## config.mk

```make
export PLATFORM = sky130hd
export DESIGN_NAME = glob_regs
export DESIGN_NICKNAME = d
export VERILOG_FILES = /design/src/glob_regs_pkg.sv /design/src/glob_regs.sv
export SDC_FILE = /design/constraint.sdc
export NUM_CORES = 1
export LEC_CHECK = 0
export ABC_AREA = 1
export BUFFER_PORTS_ARGS = -buffer_cell sky130_fd_sc_hd__buf_2
export CAP_MARGIN = 25
export CORE_UTILIZATION = 38
export CTS_BUF_LIST = sky130_fd_sc_hd__clkbuf_8 sky130_fd_sc_hd__clkbuf_16
export DETAILED_ROUTE_END_ITERATION = 10
export PLACE_DENSITY = 0.95
export RECOVER_POWER = 100
export SYNTH_ARGS = -nofsm -noshare
export SYNTH_HDL_FRONTEND = slang
export SYNTH_SLANG_ARGS = --single-unit
```

## constraint.sdc

```tcl
create_clock -name clk -period 3.3 [get_ports clk]
set_input_delay 0.165 -clock clk [delete_from_list [all_inputs] [get_ports clk]]
set_output_delay 0.165 -clock clk [all_outputs]
set_load 0.02 [all_outputs]
```

## src/glob_regs_pkg.sv

```systemverilog
// constants for the global control and memory configuration registers
package glob_regs_pkg;
  // ****************************************
  // register indices and byte addresses
  // ****************************************
  // printed offsets are not all multiples of four, so they serve as indices
  localparam logic [15:0] MEMORY_CONFIG_IDX  = 16'hFFB0;
  localparam logic [15:0] GLOBAL_CONTROL_IDX = 16'hFFB1;
  localparam logic [17:0] MEMORY_CONFIG_ADDR  = {MEMORY_CONFIG_IDX, 2'h0};
  localparam logic [17:0] GLOBAL_CONTROL_ADDR = {GLOBAL_CONTROL_IDX, 2'h0};
  localparam int ADDR_W = 18;

  // ****************************************
  // global control fields
  // ****************************************
  localparam int GC_CORE_CLK_BIT  = 7;
  localparam int GC_EXT_IRQ_BIT   = 6;
  localparam int GC_PULLUP_BIT    = 5;
  localparam int GC_LOW_PWR_BIT   = 2;
  localparam int GC_CODEC_BIT     = 0;
  localparam logic [7:0] GC_WRITE_MASK = 8'hE5;
  localparam logic [7:0] GC_RESET      = 8'h00;

  // ****************************************
  // memory configuration fields
  // ****************************************
  localparam int MC_TYPE_BIT     = 7;
  localparam int MC_SIZE_LSB     = 5;
  localparam int MC_STEP_LSB     = 1;
  localparam int MC_SHADOW_BIT   = 0;
  localparam logic       MC_TYPE_RAM  = 1'h1;
  localparam logic [1:0] MC_SIZE_8K   = 2'h1;
  localparam logic       MC_SHADOW_RESET = 1'h0;
endpackage

```

## src/glob_regs.sv

```systemverilog
// global control and memory configuration register bank behind APB
//
// Design decision made here: register access over APB.
`timescale 1ns/1ns
module glob_regs #(
  parameter logic [3:0] STEPPING = 4'h5  // arbitrary value
) (
  input  wire logic        clk,
  input  wire logic        reset_n,
  input  wire logic        psel,
  input  wire logic        penable,
  input  wire logic        pwrite,
  input  wire logic [31:0] paddr,
  input  wire logic [31:0] pwdata,
  input  wire logic [3:0]  pstrb,
  output logic      [31:0] prdata,
  output logic             pready,
  output logic             pslverr,
  input  wire logic        ext_irq_pin,
  output logic             ext_irq_req,
  output logic             core_clock_select,
  output logic             pullup_disable,
  output logic             low_power_disable,
  output logic             codec_port_enable,
  output logic             boot_shadow_switch
);

  // ****************************************
  // bus decode
  // ****************************************
  logic [7:0]  gctl_q, gctl_d;
  logic        shadow_q, shadow_d;
  logic [31:0] prdata_q, prdata_d;
  logic        pready_q, pready_d;
  logic        pslverr_q, pslverr_d;
  logic        irq_s1_q, irq_s2_q, irq_q, irq_d;
  logic        hit_gc, hit_mc, access, commit, wr_ok;
  logic [7:0]  mc_val;

  // readback of the read-only fields is wired, not stored
  assign mc_val = {glob_regs_pkg::MC_TYPE_RAM, glob_regs_pkg::MC_SIZE_8K,
                   STEPPING, shadow_q};
  assign hit_gc = paddr[glob_regs_pkg::ADDR_W-1:0] == glob_regs_pkg::GLOBAL_CONTROL_ADDR
                  && paddr[31:glob_regs_pkg::ADDR_W] == '0;
  assign hit_mc = paddr[glob_regs_pkg::ADDR_W-1:0] == glob_regs_pkg::MEMORY_CONFIG_ADDR
                  && paddr[31:glob_regs_pkg::ADDR_W] == '0;
  // one wait state: answer comes the cycle after penable rises
  assign access = psel && penable && !pready_q;
  // writes land at the edge where the master sees pready high, never earlier,
  // so a control bit never moves while the transfer still looks unanswered
  assign commit = psel && penable && pready_q;
  assign wr_ok  = commit && pwrite && pstrb[0];

  // ****************************************
  // register next state and bus answer
  // ****************************************
  // read data is loaded at the access edge and stands while pready is high
  always_comb begin
    gctl_d    = gctl_q;
    shadow_d  = shadow_q;
    prdata_d  = 32'h0000_0000;
    pready_d  = access;
    pslverr_d = access && !(hit_gc || hit_mc);
    if (wr_ok && hit_gc) begin
      // reserved bits stay zero through the write mask
      gctl_d = pwdata[7:0] & glob_regs_pkg::GC_WRITE_MASK;
    end
    // shadow switch is one way; a zero write cannot return to boot mode
    if (wr_ok && hit_mc && pwdata[glob_regs_pkg::MC_SHADOW_BIT]) begin
      shadow_d = 1'h1;
    end
    // reads return zero unless the address hits; the error flag marks a miss
    if (access && !pwrite && hit_gc) begin
      prdata_d = {24'h00_0000, gctl_q};
    end else if (access && !pwrite && hit_mc) begin
      prdata_d = {24'h00_0000, mc_val};
    end
    // pin is ignored while the enable is clear
    irq_d = irq_s2_q && gctl_q[glob_regs_pkg::GC_EXT_IRQ_BIT];
  end

  // ****************************************
  // register stage
  // ****************************************
  // only constants in the reset branch; the pin flops clear too, so a pin
  // held high through reset shows up two cycles after release, not at once
  always_ff @(posedge clk or negedge reset_n) begin
    if (!reset_n) begin
      gctl_q    <= glob_regs_pkg::GC_RESET;
      shadow_q  <= glob_regs_pkg::MC_SHADOW_RESET;
      prdata_q  <= 32'h0000_0000;
      pready_q  <= 1'h0;
      pslverr_q <= 1'h0;
      irq_s1_q  <= 1'h0;
      irq_s2_q  <= 1'h0;
      irq_q     <= 1'h0;
    end else begin
      gctl_q    <= gctl_d;
      shadow_q  <= shadow_d;
      prdata_q  <= prdata_d;
      pready_q  <= pready_d;
      pslverr_q <= pslverr_d;
      irq_s1_q  <= ext_irq_pin;
      irq_s2_q  <= irq_s1_q;
      irq_q     <= irq_d;
    end
  end

  // ****************************************
  // outputs
  // ****************************************
  // every output is a flop or a bit of one; nothing combinational reaches a pin
  // the control bits steer other blocks; only the interrupt enable bit also gates this bank's interrupt request
  assign prdata             = prdata_q;
  assign pready             = pready_q;
  assign pslverr            = pslverr_q;
  assign ext_irq_req        = irq_q;
  assign core_clock_select  = gctl_q[glob_regs_pkg::GC_CORE_CLK_BIT];
  assign pullup_disable     = gctl_q[glob_regs_pkg::GC_PULLUP_BIT];
  assign low_power_disable  = gctl_q[glob_regs_pkg::GC_LOW_PWR_BIT];
  assign codec_port_enable  = gctl_q[glob_regs_pkg::GC_CODEC_BIT];
  assign boot_shadow_switch = shadow_q;
endmodule

```

# Word-level counts from Yosys, hierarchy flattened
# Index checks and enable logic that the tools add are counted.
# Widths: inputs -> output; s select.
[classes]
add_sub_neg = 0
n_mux = 2
n_eq_ne = 2
bitwise = 0
div_mod_pow = 0
n_reduce_logical = 20
n_lt_le_gt_ge = 0
shifts = 0
mul = 0
[op_table]
columns = ["cell", "n"]
rows = [
  ["$eq 18x18->1 const B", 2],
  ["$mux 8", 2],
  ["$logic_and 1x1->1", 15],
  ["$logic_not 14->1", 1],
  ["$logic_not 1->1", 3],
  ["$logic_or 1x1->1", 1],
]
[word_totals]
in_bits = 74
romBits = 0
regBits = 43
word_cells = 32
latchBits = 0
memories = 0
ram_bits = 0
out_inout_bits = 40

# Longest topological paths before layout
# Gate-level depths: netlist (run 1).
[logic_depth]
ltp_word = 6
mapped_depth = 8

# Worst setup path after synthesis (run 1)
# OpenSTA, ideal clock, no wires.
[synth_timing]
path_kind = "flip-flop to flip-flop"
startpoint = "reg pready_q (netlist: pready)"
endpoint = "reg gctl_q[0]"
setup_time_ns = 0.117
path_slack_ns = 2.112
t_arrival_ns = 1.071
period_less_slack_ns = 1.188
path_stages_with_launch = 6
n_path_buf = 0
cell_sequence = "dfrtp_1 nand3_1 nor2_2 nand4_1 nand2_1 nand2_1"
[synth_via]
elab_chain_cells = 4
[synth_lines]
columns = ["element", "line", "source"]
rows = [
  ["start: declaration", "glob_regs.sv:34", "logic pready_q, pready_d;"],
  ["start signal: assignment", "glob_regs.sv:101", "pready_q <= pready_d;"],
  ["$logic_and 1x1->1", "glob_regs.sv:51", "assign commit = psel && penable && pready_q;"],
  ["$logic_and 1x1->1 (2 in series)", "glob_regs.sv:52", "assign wr_ok = commit && pwrite && pstrb[0];"],
  ["$logic_and 1x1->1", "glob_regs.sv:64", "if (wr_ok && hit_gc) begin"],
  ["end signal: assignment", "glob_regs.sv:89", "gctl_q <= glob_regs_pkg::GC_RESET;"],
  ["end signal: assignment", "glob_regs.sv:98", "gctl_q <= gctl_d;"],
  ["end: declaration", "glob_regs.sv:31", "logic [7:0] gctl_q, gctl_d;"],
]
# No other way between the ends.
# A chain may end at the register's enable or synchronous reset.

# Final worst setup path (run 1)
[layout_timing]
startpoint = "reg pready_q (netlist: pready)"
endpoint = "reg prdata_q[7] (netlist: prdata[7])"
[layout_via]
elab_chain_cells = 6
elab_cells_between_ends = 7
[layout_lines]
columns = ["element", "line", "source"]
rows = [
  ["$logic_not 1->1 (*)", "glob_regs.sv:48", "assign access = psel && penable && !pready_q;"],
  ["$logic_and 1x1->1 (*)", "glob_regs.sv:48", ""],
  ["$logic_and 1x1->1 (*)", "glob_regs.sv:73, glob_regs.sv:75", ""],
  ["$logic_and 1x1->1", "glob_regs.sv:75", "end else if (access && !pwrite && hit_mc) begin"],
  ["$mux 8", "glob_regs.sv:75", ""],
  ["$mux 8 (*)", "glob_regs.sv:73", "if (access && !pwrite && hit_gc) begin"],
  ["net prdata_d[7]", "glob_regs.sv:33", "logic [31:0] prdata_q, prdata_d;"],
  ["end signal: assignment", "glob_regs.sv:100", "prdata_q <= prdata_d;"],
  ["end: declaration", "glob_regs.sv:33", ""],
]
# Mark *: on every way through the listed nets, which the timed path passes. The rest lies on a longest branch.

==> impl_metrics.py, run 1 <==
metrics = {
    "cells_and_area": {
        "layout-drive-gt1-share_pct": 25.00,
        "multiInputGateArea_sq_um": 486.7,
        "num-fill-cells": 297,
        "syn2layout_area_growth_pct": 22.66,
        "stdcell_count": 239,
        "seq_area_sq_um": 425.4,
        "fin_nets": 283,
        "antenna_cells": 0,
        "layout_commonest_cell": "buf_2",
        "layout_common_cells": "42 x buf_2, 36 x nand2_1, 25 x conb_1",
    },
    "clocking": {
        "cts_tree": "yes",
        "cts_buffers": 3,
        "clockBufferDepth": 2,
        "clkSlewWorstSetupHoldPaths_ps": 60,
        "htree_num_levels": 1,
        "cts_num_sinks": 17,
        "cts_root_buffer": "clkbuf_8",
        "clk_latency_ps": 250,
    },
    "floorplan": {
        "die-area_sq_um": 3110,
        "row_count": 19,
        "top_level_ports": 114,
        "die_w_um": 55.77,
        "die_h_um": 55.77,
        "start_util_pct": 39.84,
        "core_sq_um": 2758,
    },
    "global_route": {
        "grt_pass1_wl_mm": 3.422,
        "grt-ovfl-total": 0,
        "antenna_found_initial": 0,
        "grt_max_degree": 18,
        "track_usage_pct": 13.95,
        "grt_pass1_vias": 919,
    },
    "drt": {
        "drc_errors": 0,
        "num_vias": 996,
        "routedWlPerCell_um": 8.925,
        "vias_per_cell": 4.167,
        "wl_met3_um": 140,
        "drtAntennaViolNets": 0,
        "wl_mm": 2.133,
        "wl_met1_um": 826,
        "drtIter0Drc": 11,
        "top_layer_used": "met4",
        "dr.pass1.iters": 4,
        "wl_met2_mm": 1.132,
    },
    "synth": {
        "yosys_warnings": 0,
        "avgSynthCellArea_sq_um": 7.473,
        "synth_area_sq_um": 1099,
        "ys_seq_area_share_pct": 38.72,
        "yosysUniqueCellTypes": 14,
        "synthCells": 147,
        "synth-seq-cells": 17,
    },
    "timing": {
        "tightestPinTransition_ps": 878.0,
        "hold_violations": 0,
        "slew_violations": 0,
        "fin_tns_setup_ps": 0,
        "setup_viol": 0,
        "fin_crit_ps": 1377,
        "max_freq_ghz": 0.7260,
        "final.period_utilization_pct": 41.74,
        "rsz0062_at_grt": "false",
        "slew-limit-headroom_pct": 41.47,
        "finClkSkew_ps": 4.160,
    },
    "setup_path": {
        "endpoint_kind": "flop",
        "criticalPathCategory": "flop to flop",
        "slowest_stage": "dfrtp_1",
        "crit_chain": "or2_2, nor2_1, nand3_2, nand2_1",
        "cp.required_ps": 3480,
        "cp-start-kind": "flop",
        "cp_max_fo": 6,
        "slowest_delay_ps": 390,
        "worstRegToRegCells": 4,
        "cp.arrival_ps": 1560,
    },
    "flow_run": {
        "maxCapViolations": 0,
    },
    "placed_design": {
        "portBuffers": 58,
        "placed_cells": 234,
        "dpl.hpwl_mm": 1.819,
        "routabilityCongestion": 0.7502,
    },
    "power_and_ir_drop": {
        "p_per_area_nw_per_um2": 323.5,
        "p_leak_nw": 0.7917,
        "vdd_drop_max_uv": 304.6,
        "finalPower_w": 0.0004359,
    },
    "status": {
        "status": "completed",
    },
    "worst_hold_path": {
        "hold-path-cell-count": 1,
        "holdCritPathClass": "input port to flop",
    },
}
[synth_stat cells (all sizes together)]
master / instances / area share, %
buf: 26 / 18
conb: 1 / 0.34
dfrtp: 17 / 39
inv: 19 / 6.5
nand2: 37 / 13
nand3: 5 / 3.2
nand4: 13 / 7.4
nor2: 27 / 12
o21ai: 1 / 0.46
or2: 1 / 0.57
[path summary, 6_finish.rpt]
kind | slack [ps] | endpoint | from
worst max-delay path | 1920 | prdata[7] | pready
min in group asynchronous | 550 | prdata[5] | reset_n
worst min-delay path | 30 | irq_s1_q | ext_irq_pin
worst max register to register | 1920 | prdata[7] | pready
max in group asynchronous | 2210 | gctl_q[5] | reset_n
worst min register to register | 370 | irq_s2_q | irq_s1_q
[logic make-up (layout without fill, tap and decap cells)]
group / after synthesis / in the layout / synth area share [%]
AND/OR/NAND/NOR: 83 / 83 / 36.22
AO/OA/AOI/OAI: 1 / 1 / 0.4551
flip-flops: 17 / 17 / 38.72
other: 1 / 25 / 0.3414
buffers and inverters: 45 / 82 / 24.26
[metrics by stage]
stage          setup slack (ps)  hold slack, ps  area (sq um)  util, %
3_3_place_gp               2082           85.69          1323    47.96
3_5_place_dp               2051           94.60          1323    47.96
2_1_floorplan              2112          -130.6          1189        -
4_1_cts                    2066           36.52          1378    49.95
6_report                   1923           34.63          1348    48.87
5_1_grt                    1824           23.91          1348    48.87
[routing by layer]
| metal | track usage (%) | up-vias |
|---|---|---|
| met5 | 0 | - |
| met4 | 6.429 | 0 |
| met3 | 2.326 | 4 |
| met2 | 28.57 | 49 |
| met1 | 13.04 | 417 |
| li1 | - | 526 |
[worst max-delay path, delay by kind of cell (launching register included)]
kind             cells  cell delay, ps
flip-flops           1             390
AND/OR/NAND/NOR      4             920
[sequential cells by signal, indices dropped and copies added, names as in the netlist]
name	count
ext_irq_req	1
boot_shadow_switch	1
pready	1
gctl_q	5
irq_s2_q	1
pslverr	1
irq_s1_q	1
prdata	6
[cell type report]
cell class	count	area share, %
clock buffer	3	3.064
clock inverter	1	0.2786
inverter	19	5.292
multi-input combinational	109	36.12
sequential	17	31.57
tap	31	2.878
timing repair buffer	59	20.80
[report_power, final]
part / switching [W] / internal, W
Clock: 0.0000649 / 0.0000824
Combinational: 0.0000518 / 0.0000248
Sequential: 0.000000978 / 0.000211
[timing repair]
action | in CTS | in global routing
gates resized for setup | 0 | 0
hold endpoints to repair | 17 | 0
setup endpoints to repair | 0 | 0
buffers inserted | 0 | 0
hold buffers | 1 | 0
(Power assumes the default switching activity.)
==> run 2: changes to the inputs <==
Settings changed: ABC_AREA 1 to 0, CORE_UTILIZATION 38 to 32, PLACE_DENSITY 0.95 to 0.92.
Clock period 3.3 ns to 1.4 ns, I/O delays scaled along.
==> impl_metrics.py, run 2 <==
metrics = {
    "drt": {
        "dr.pass1.iters": 4,
        "num_vias": 739,
        "wl_mm": 1.778,
        "drtIter0Drc": 10,
        "vias_per_cell": 4.175,
        "drc_errors": 0,
        "drtAntennaViolNets": 0,
        "routedWlPerCell_um": 10.05,
    },
    "setup_path": {
        "cp_max_fo": 5,
        "r2r_slack_ps": -10,
        "worstRegToRegCells": 5,
        "cp-start-kind": "flop",
        "crit_buf_inv": 1,
        "slowest_stage": "dfrtp_2",
        "endpoint_kind": "flop",
        "cp_top_family": "simple AND/OR/NAND/NOR gates",
        "cp.arrival_ps": 1540,
        "r2r_start": "pready",
        "cp.required_ps": 1530,
        "crit_chain": "nand3_2, or2_4, nor4_4, buf_6, mux2_2",
        "reg2reg_to": "gctl_q[7]",
        "crit_path_start": "pready",
        "criticalPathCategory": "flop to flop",
        "slowest_delay_ps": 360,
    },
    "global_route": {
        "antenna_found_initial": 0,
        "grt_max_degree": 18,
        "grt_busiest_layer": "met2",
        "grt_pass1_wl_mm": 2.904,
        "track_usage_pct": 11.70,
        "grt_pass1_vias": 712,
        "grt-ovfl-total": 0,
        "use_met1_pct": 13.46,
        "met2_usage_pct": 20.65,
        "use_met3_pct": 3.488,
    },
    "worst_hold_path": {
        "min-delay-start": "paddr[2]",
        "hold-path-cell-count": 2,
        "min_to": "prdata[3]",
        "holdCritPathClass": "input port to flop",
    },
    "timing": {
        "slew-limit-headroom_pct": 43.09,
        "fin_crit_ps": 1411,
        "finClkSkew_ps": 0.8065,
        "setup_ws_ps": -10.84,
        "setup_viol": 3,
        "hold_violations": 0,
        "slew_violations": 0,
        "rsz0062_at_grt": "true",
        "tightestPinTransition_ps": 853.7,
        "hold_ws_ps": 39.10,
        "max_freq_ghz": 0.7088,
        "final.period_utilization_pct": 100.8,
    },
    "status": {
        "violations": "setup timing",
        "status": "complete, but fails checks",
    },
    "synth": {
        "yosysUniqueCellTypes": 25,
        "synth-seq-cells": 17,
        "avgSynthCellArea_sq_um": 11.35,
        "synth_top_area_share_pct": 46.26,
        "async_reset_ff_share_pct": 100.0,
        "synthCells": 81,
        "synth-edff-count": 0,
        "synthTopCellsByArea": "dfrtp_1 46%, buf_4 21%, mux2_2 6.1%",
        "synthTopCellsByCount": "26 x buf_4, 17 x dfrtp_1, 5 x mux2_2",
        "yosys.area.top_type": "dfrtp_1",
        "synth_ff_type": "dfrtp_1",
        "synth_area_sq_um": 919.6,
        "yosys_warnings": 0,
        "yosysMostFrequentCell": "buf_4",
        "ys_seq_area_share_pct": 46.26,
    },
    "floorplan": {
        "die_w_um": 55.61,
        "core_sq_um": 2734,
        "start_util_pct": 33.64,
        "row_count": 19,
        "die-area_sq_um": 3092,
        "top_level_ports": 114,
        "die_h_um": 55.61,
    },
    "power_and_ir_drop": {
        "vdd_drop_max_uv": 464.3,
        "p_leak_nw": 0.6576,
        "p_per_area_nw_per_um2": 807.2,
        "finalPower_w": 0.0009949,
    },
    "placed_design": {
        "placed_cells": 170,
        "dpl.hpwl_mm": 1.502,
        "routabilityCongestion": 0.6935,
        "portBuffers": 58,
    },
    "cells_and_area": {
        "layout_commonest_cell": "buf_2",
        "largest_reg_flops": 6,
        "syn2layout_area_growth_pct": 34.01,
        "layout-drive-gt1-share_pct": 42.47,
        "seq_area_sq_um": 426.7,
        "layout_common_cells": "42 x buf_2, 25 x conb_1, 16 x dfrtp_1, 16 x clkbuf_1",
        "num-fill-cells": 287,
        "antenna_cells": 0,
        "fin_nets": 221,
        "stdcell_count": 177,
        "multiInputGateArea_sq_um": 401.6,
    },
    "clocking": {
        "clkSlewWorstSetupHoldPaths_ps": 60,
        "cts_root_buffer": "clkbuf_8",
        "clk_latency_ps": 240,
        "clockBufferDepth": 2,
        "cts_num_sinks": 17,
        "htree_num_levels": 1,
        "cts_buffers": 3,
        "cts_tree": "yes",
    },
    "flow_run": {
        "maxCapViolations": 0,
    },
}
-- run 2: changes by cell type after synthesis, sizes merged, moves of 2 or more --
cell / previous run / this run
inv: 19 / 1
nand2: 37 / 1
and4bb: 0 / 2
nand4: 13 / 2
nor3: 0 / 3
nand3: 5 / 2
o21a: 0 / 2
and3: 0 / 3
mux2: 0 / 5
nor2: 27 / 3
nor4: 0 / 4
-- run 2: how the worst max path moves through the flow --
stage	endpoint	slack, ps	cells after the start
6_report	gctl_q[7]	-10	5
5_1_grt	gctl_q[7]	-70	5
4_1_cts	gctl_q[7]	-30	5
3_5_place_dp	gctl_q[7]	-220	6
3_3_place_gp	gctl_q[6]	-200	6
2_1_floorplan	gctl_q[0]	-90	4
-- run 2: final cells by class --
class / count / area share, %
flip-flops and latches: 17 / 34.62
well taps: 31 / 3.147
repair buffers: 63 / 25.69
clock buffers: 3 / 3.350
inverters: 1 / 0.3046
clock inverters: 1 / 0.3046
multi-input cells: 61 / 32.59
-- run 2: metrics by stage --
stage                     TNS, ps  util, %  setup WS (ps)  instance area, sq um
after floorplan            -421.8        -         -93.04                  1022
after global placement     -950.2    42.84         -197.1                  1171
after detailed placement    -1037    42.84         -219.5                  1171
after CTS                  -116.8    45.22         -31.72                  1236
after global routing       -255.1    45.08         -68.95                  1232
final                      -25.16    45.08         -10.84                  1232
-- run 2: cells by family (layout without fill, tap and decap cells) --
logic type	Yosys count	in the layout	synth area share, %
buffers and inverters	27	68	21.63
multiplexers	6	6	7.210
other	1	25	0.4078
flip-flops	17	17	46.26
AND/OR/NAND/NOR	26	26	21.09
AO/OA/AOI/OAI	4	4	3.401
-- run 2: power breakdown --
part           leakage [nW]  internal [W]  switching [W]
Clock                0.0269      0.000194       0.000143
Combinational         0.401     0.0000573       0.000102
Sequential            0.230      0.000498     0.00000187
-- run 2: routing by layer --
layer,vias up,wire length [um]
met1,340,706
met2,34,925
met5,-,0
met4,0,0
met3,0,145
li1,365,-
-- run 2: what timing repair did --
action | 4_1_cts | 5_1_grt
resized for setup | 0 | 3
hold endpoints to repair | 18 | 0
endpoints found under the setup margin | 4 | 6
pin swaps | 0 | 0
hold buffers | 2 | 0
buffers inserted | 0 | 1
==> run 3: changes to the inputs <==
Settings changed: REMOVE_ABC_BUFFERS from default to 1.
==> impl_metrics.py, run 3 (synthesis results as in run 2) <==
metrics = {
    "status": {
        "status": "complete, but fails checks",
        "violations": "setup timing",
    },
    "power_and_ir_drop": {
        "p_int_w": 0.0007517,
        "power_frac_seq_pct": 48.8,
        "switching_power_w": 0.0002713,
        "p_per_area_nw_per_um2": 831.7,
        "clkPwrFrac_pct": 35.7,
        "combPwrFrac_pct": 15.5,
        "swShare_pct": 26.52,
        "vdd_drop_max_uv": 321.4,
        "p_leak_nw": 0.6560,
    },
    "global_route": {
        "grt-ovfl-total": 0,
        "grt_pass1_wl_mm": 3.146,
        "track_usage_pct": 13.20,
        "grt_max_degree": 18,
        "antenna_found_initial": 0,
        "grt_pass1_vias": 758,
    },
    "setup_path": {
        "cp-start-kind": "flop",
        "cp_max_fo": 5,
        "crit_end": "gctl_q[6]",
        "worstRegToRegCells": 5,
        "endpoint_kind": "flop",
        "slowest_delay_ps": 350,
        "crit_path_start": "pready",
        "criticalPathCategory": "flop to flop",
        "reg2reg_to": "gctl_q[6]",
        "r2r_start": "pready",
        "cp.required_ps": 1540,
        "slowest_stage": "dfrtp_1",
        "r2r_slack_ps": -10,
        "crit_chain": "nand3_1, or2_4, nor4_4, buf_6, mux2_4",
        "cp.arrival_ps": 1550,
    },
    "timing": {
        "slew_violations": 0,
        "slew-limit-headroom_pct": 43.20,
        "setup_viol": 5,
        "rsz0062_at_grt": "true",
        "final.period_utilization_pct": 100.8,
        "fin_crit_ps": 1411,
        "hold_violations": 0,
        "setup_ws_ps": -10.76,
        "tightestPinTransition_ps": 852.0,
        "finClkSkew_ps": 0.8658,
        "max_freq_ghz": 0.7088,
    },
    "cells_and_area": {
        "antenna_cells": 0,
        "syn2layout_area_growth_pct": 33.74,
        "fin_nets": 220,
        "layout_commonest_cell": "buf_2",
        "largest_reg_flops": 6,
        "stdcell_count": 176,
        "layout_common_cells": "42 x buf_2, 25 x conb_1, 17 x dfrtp_1",
        "finish.utilization_pct": 44.99,
        "layout-drive-gt1-share_pct": 40.69,
    },
    "floorplan": {
        "core_sq_um": 2734,
        "die_h_um": 55.61,
        "die-area_sq_um": 3092,
        "row_count": 19,
        "die_w_um": 55.61,
        "start_util_pct": 33.64,
        "top_level_ports": 114,
    },
    "placed_design": {
        "routabilityCongestion": 0.7427,
        "dp_slack_ps": -241.3,
        "placed_cells": 170,
        "portBuffers": 58,
        "dpl.hpwl_mm": 1.588,
    },
    "worst_hold_path": {
        "holdCritPathClass": "input port to flop",
        "min-delay-start": "paddr[2]",
    },
    "drt": {
        "num_vias": 738,
        "drtAntennaViolNets": 0,
        "drc_errors": 0,
        "dr.pass1.iters": 4,
        "wl_mm": 1.915,
        "routedWlPerCell_um": 10.88,
        "vias_per_cell": 4.193,
        "drtIter0Drc": 13,
    },
    "clocking": {
        "clk_latency_ps": 250,
        "htree_num_levels": 1,
        "clkSlewWorstSetupHoldPaths_ps": 60,
        "cts_root_buffer": "clkbuf_8",
        "cts_buffers": 3,
        "clockBufferDepth": 2,
        "cts_num_sinks": 17,
        "cts_tree": "yes",
    },
    "flow_run": {
        "maxCapViolations": 0,
    },
}
==> run 3: cell types whose count changed in the layout (fill, tap and decap cells not counted) <==
cell      change
mux2_2        -3
mux2_4        +3
and3_1        +1
and3_2        -1
buf_4         -1
clkinv_2      +1
dfrtp_1       +1
dfrtp_2       -1
inv_1         -1
nand3_1       +1
nand3_2       -1
==> run 3: worst max-delay path: cells and delay by family, from the launching register on <==
kind	cells	cell delay, ps
mux	1	300
flops	1	350
simple gates	3	490
buf+inv	1	170
==> run 3: cell type report <==
type / instances / area [sq um]
Clock buffer: 3 / 41.29
Clock inverter: 1 / 5.005
Fill cell: 282 / 1504
Inverter: 1 / 3.754
Multi-Input combinational cell: 61 / 406.6
Sequential cell: 17 / 425.4
Tap cell: 31 / 38.79
Timing Repair Buffer: 62 / 309.0
==> run 3: worst min path at each step <==
stage	to	slack, ps	cells past startpoint
2_1_floorplan	boot_shadow_switch	-230	0
3_3_place_gp	ext_irq_req	-6	1
3_5_place_dp	prdata[6]	5	1
4_1_cts	prdata[3]	30	2
5_1_grt	prdata[3]	50	2
6_report	prdata[3]	30	2
==> run 3: through the flow <==
stage               TNS [ps]  cell area, sq um  hold WS (ps)  power [W]
CTS                   -31.90              1250         31.03   0.001033
global route          -184.5              1230         47.29   0.001070
finish                -42.95              1230         32.80   0.001023
detailed placement     -1183              1159         4.919  0.0006631
global placement      -957.1              1159        -5.793  0.0006604
floorplan             -978.7             814.5        -225.6  0.0005858
==> run 3: power by group through the flow <==
stage / Clock (W) / Sequential [W] / Combinational (W)
after floorplan: 0 / 0.000513 / 0.0000730
after global placement: 0 / 0.000508 / 0.000153
after detailed placement: 0 / 0.000508 / 0.000155
after CTS: 0.000373 / 0.000499 / 0.000161
after global routing: 0.000395 / 0.000499 / 0.000175
final: 0.000365 / 0.000499 / 0.000159
==> run 3: what timing repair did <==
item / in CTS / in global routing
buffers inserted: 0 / 0
resized for setup: 7 / 0
endpoints found under the hold margin: 18 / 0
hold buffers: 2 / 0
pin swaps: 1 / 0
setup endpoints to repair: 5 / 5
==> run 3: per-layer routing <==
layer / part of all wire [%] / global-route usage (%) / wire, um / vias up
met5: 0 / 0 / 0 / -
met4: 1.1 / 5.357 / 22 / 0
li1: - / - / - / 362
met2: 52 / 23.24 / 992 / 33
met3: 7.5 / 4.651 / 143 / 4
met1: 39 / 14.37 / 756 / 339
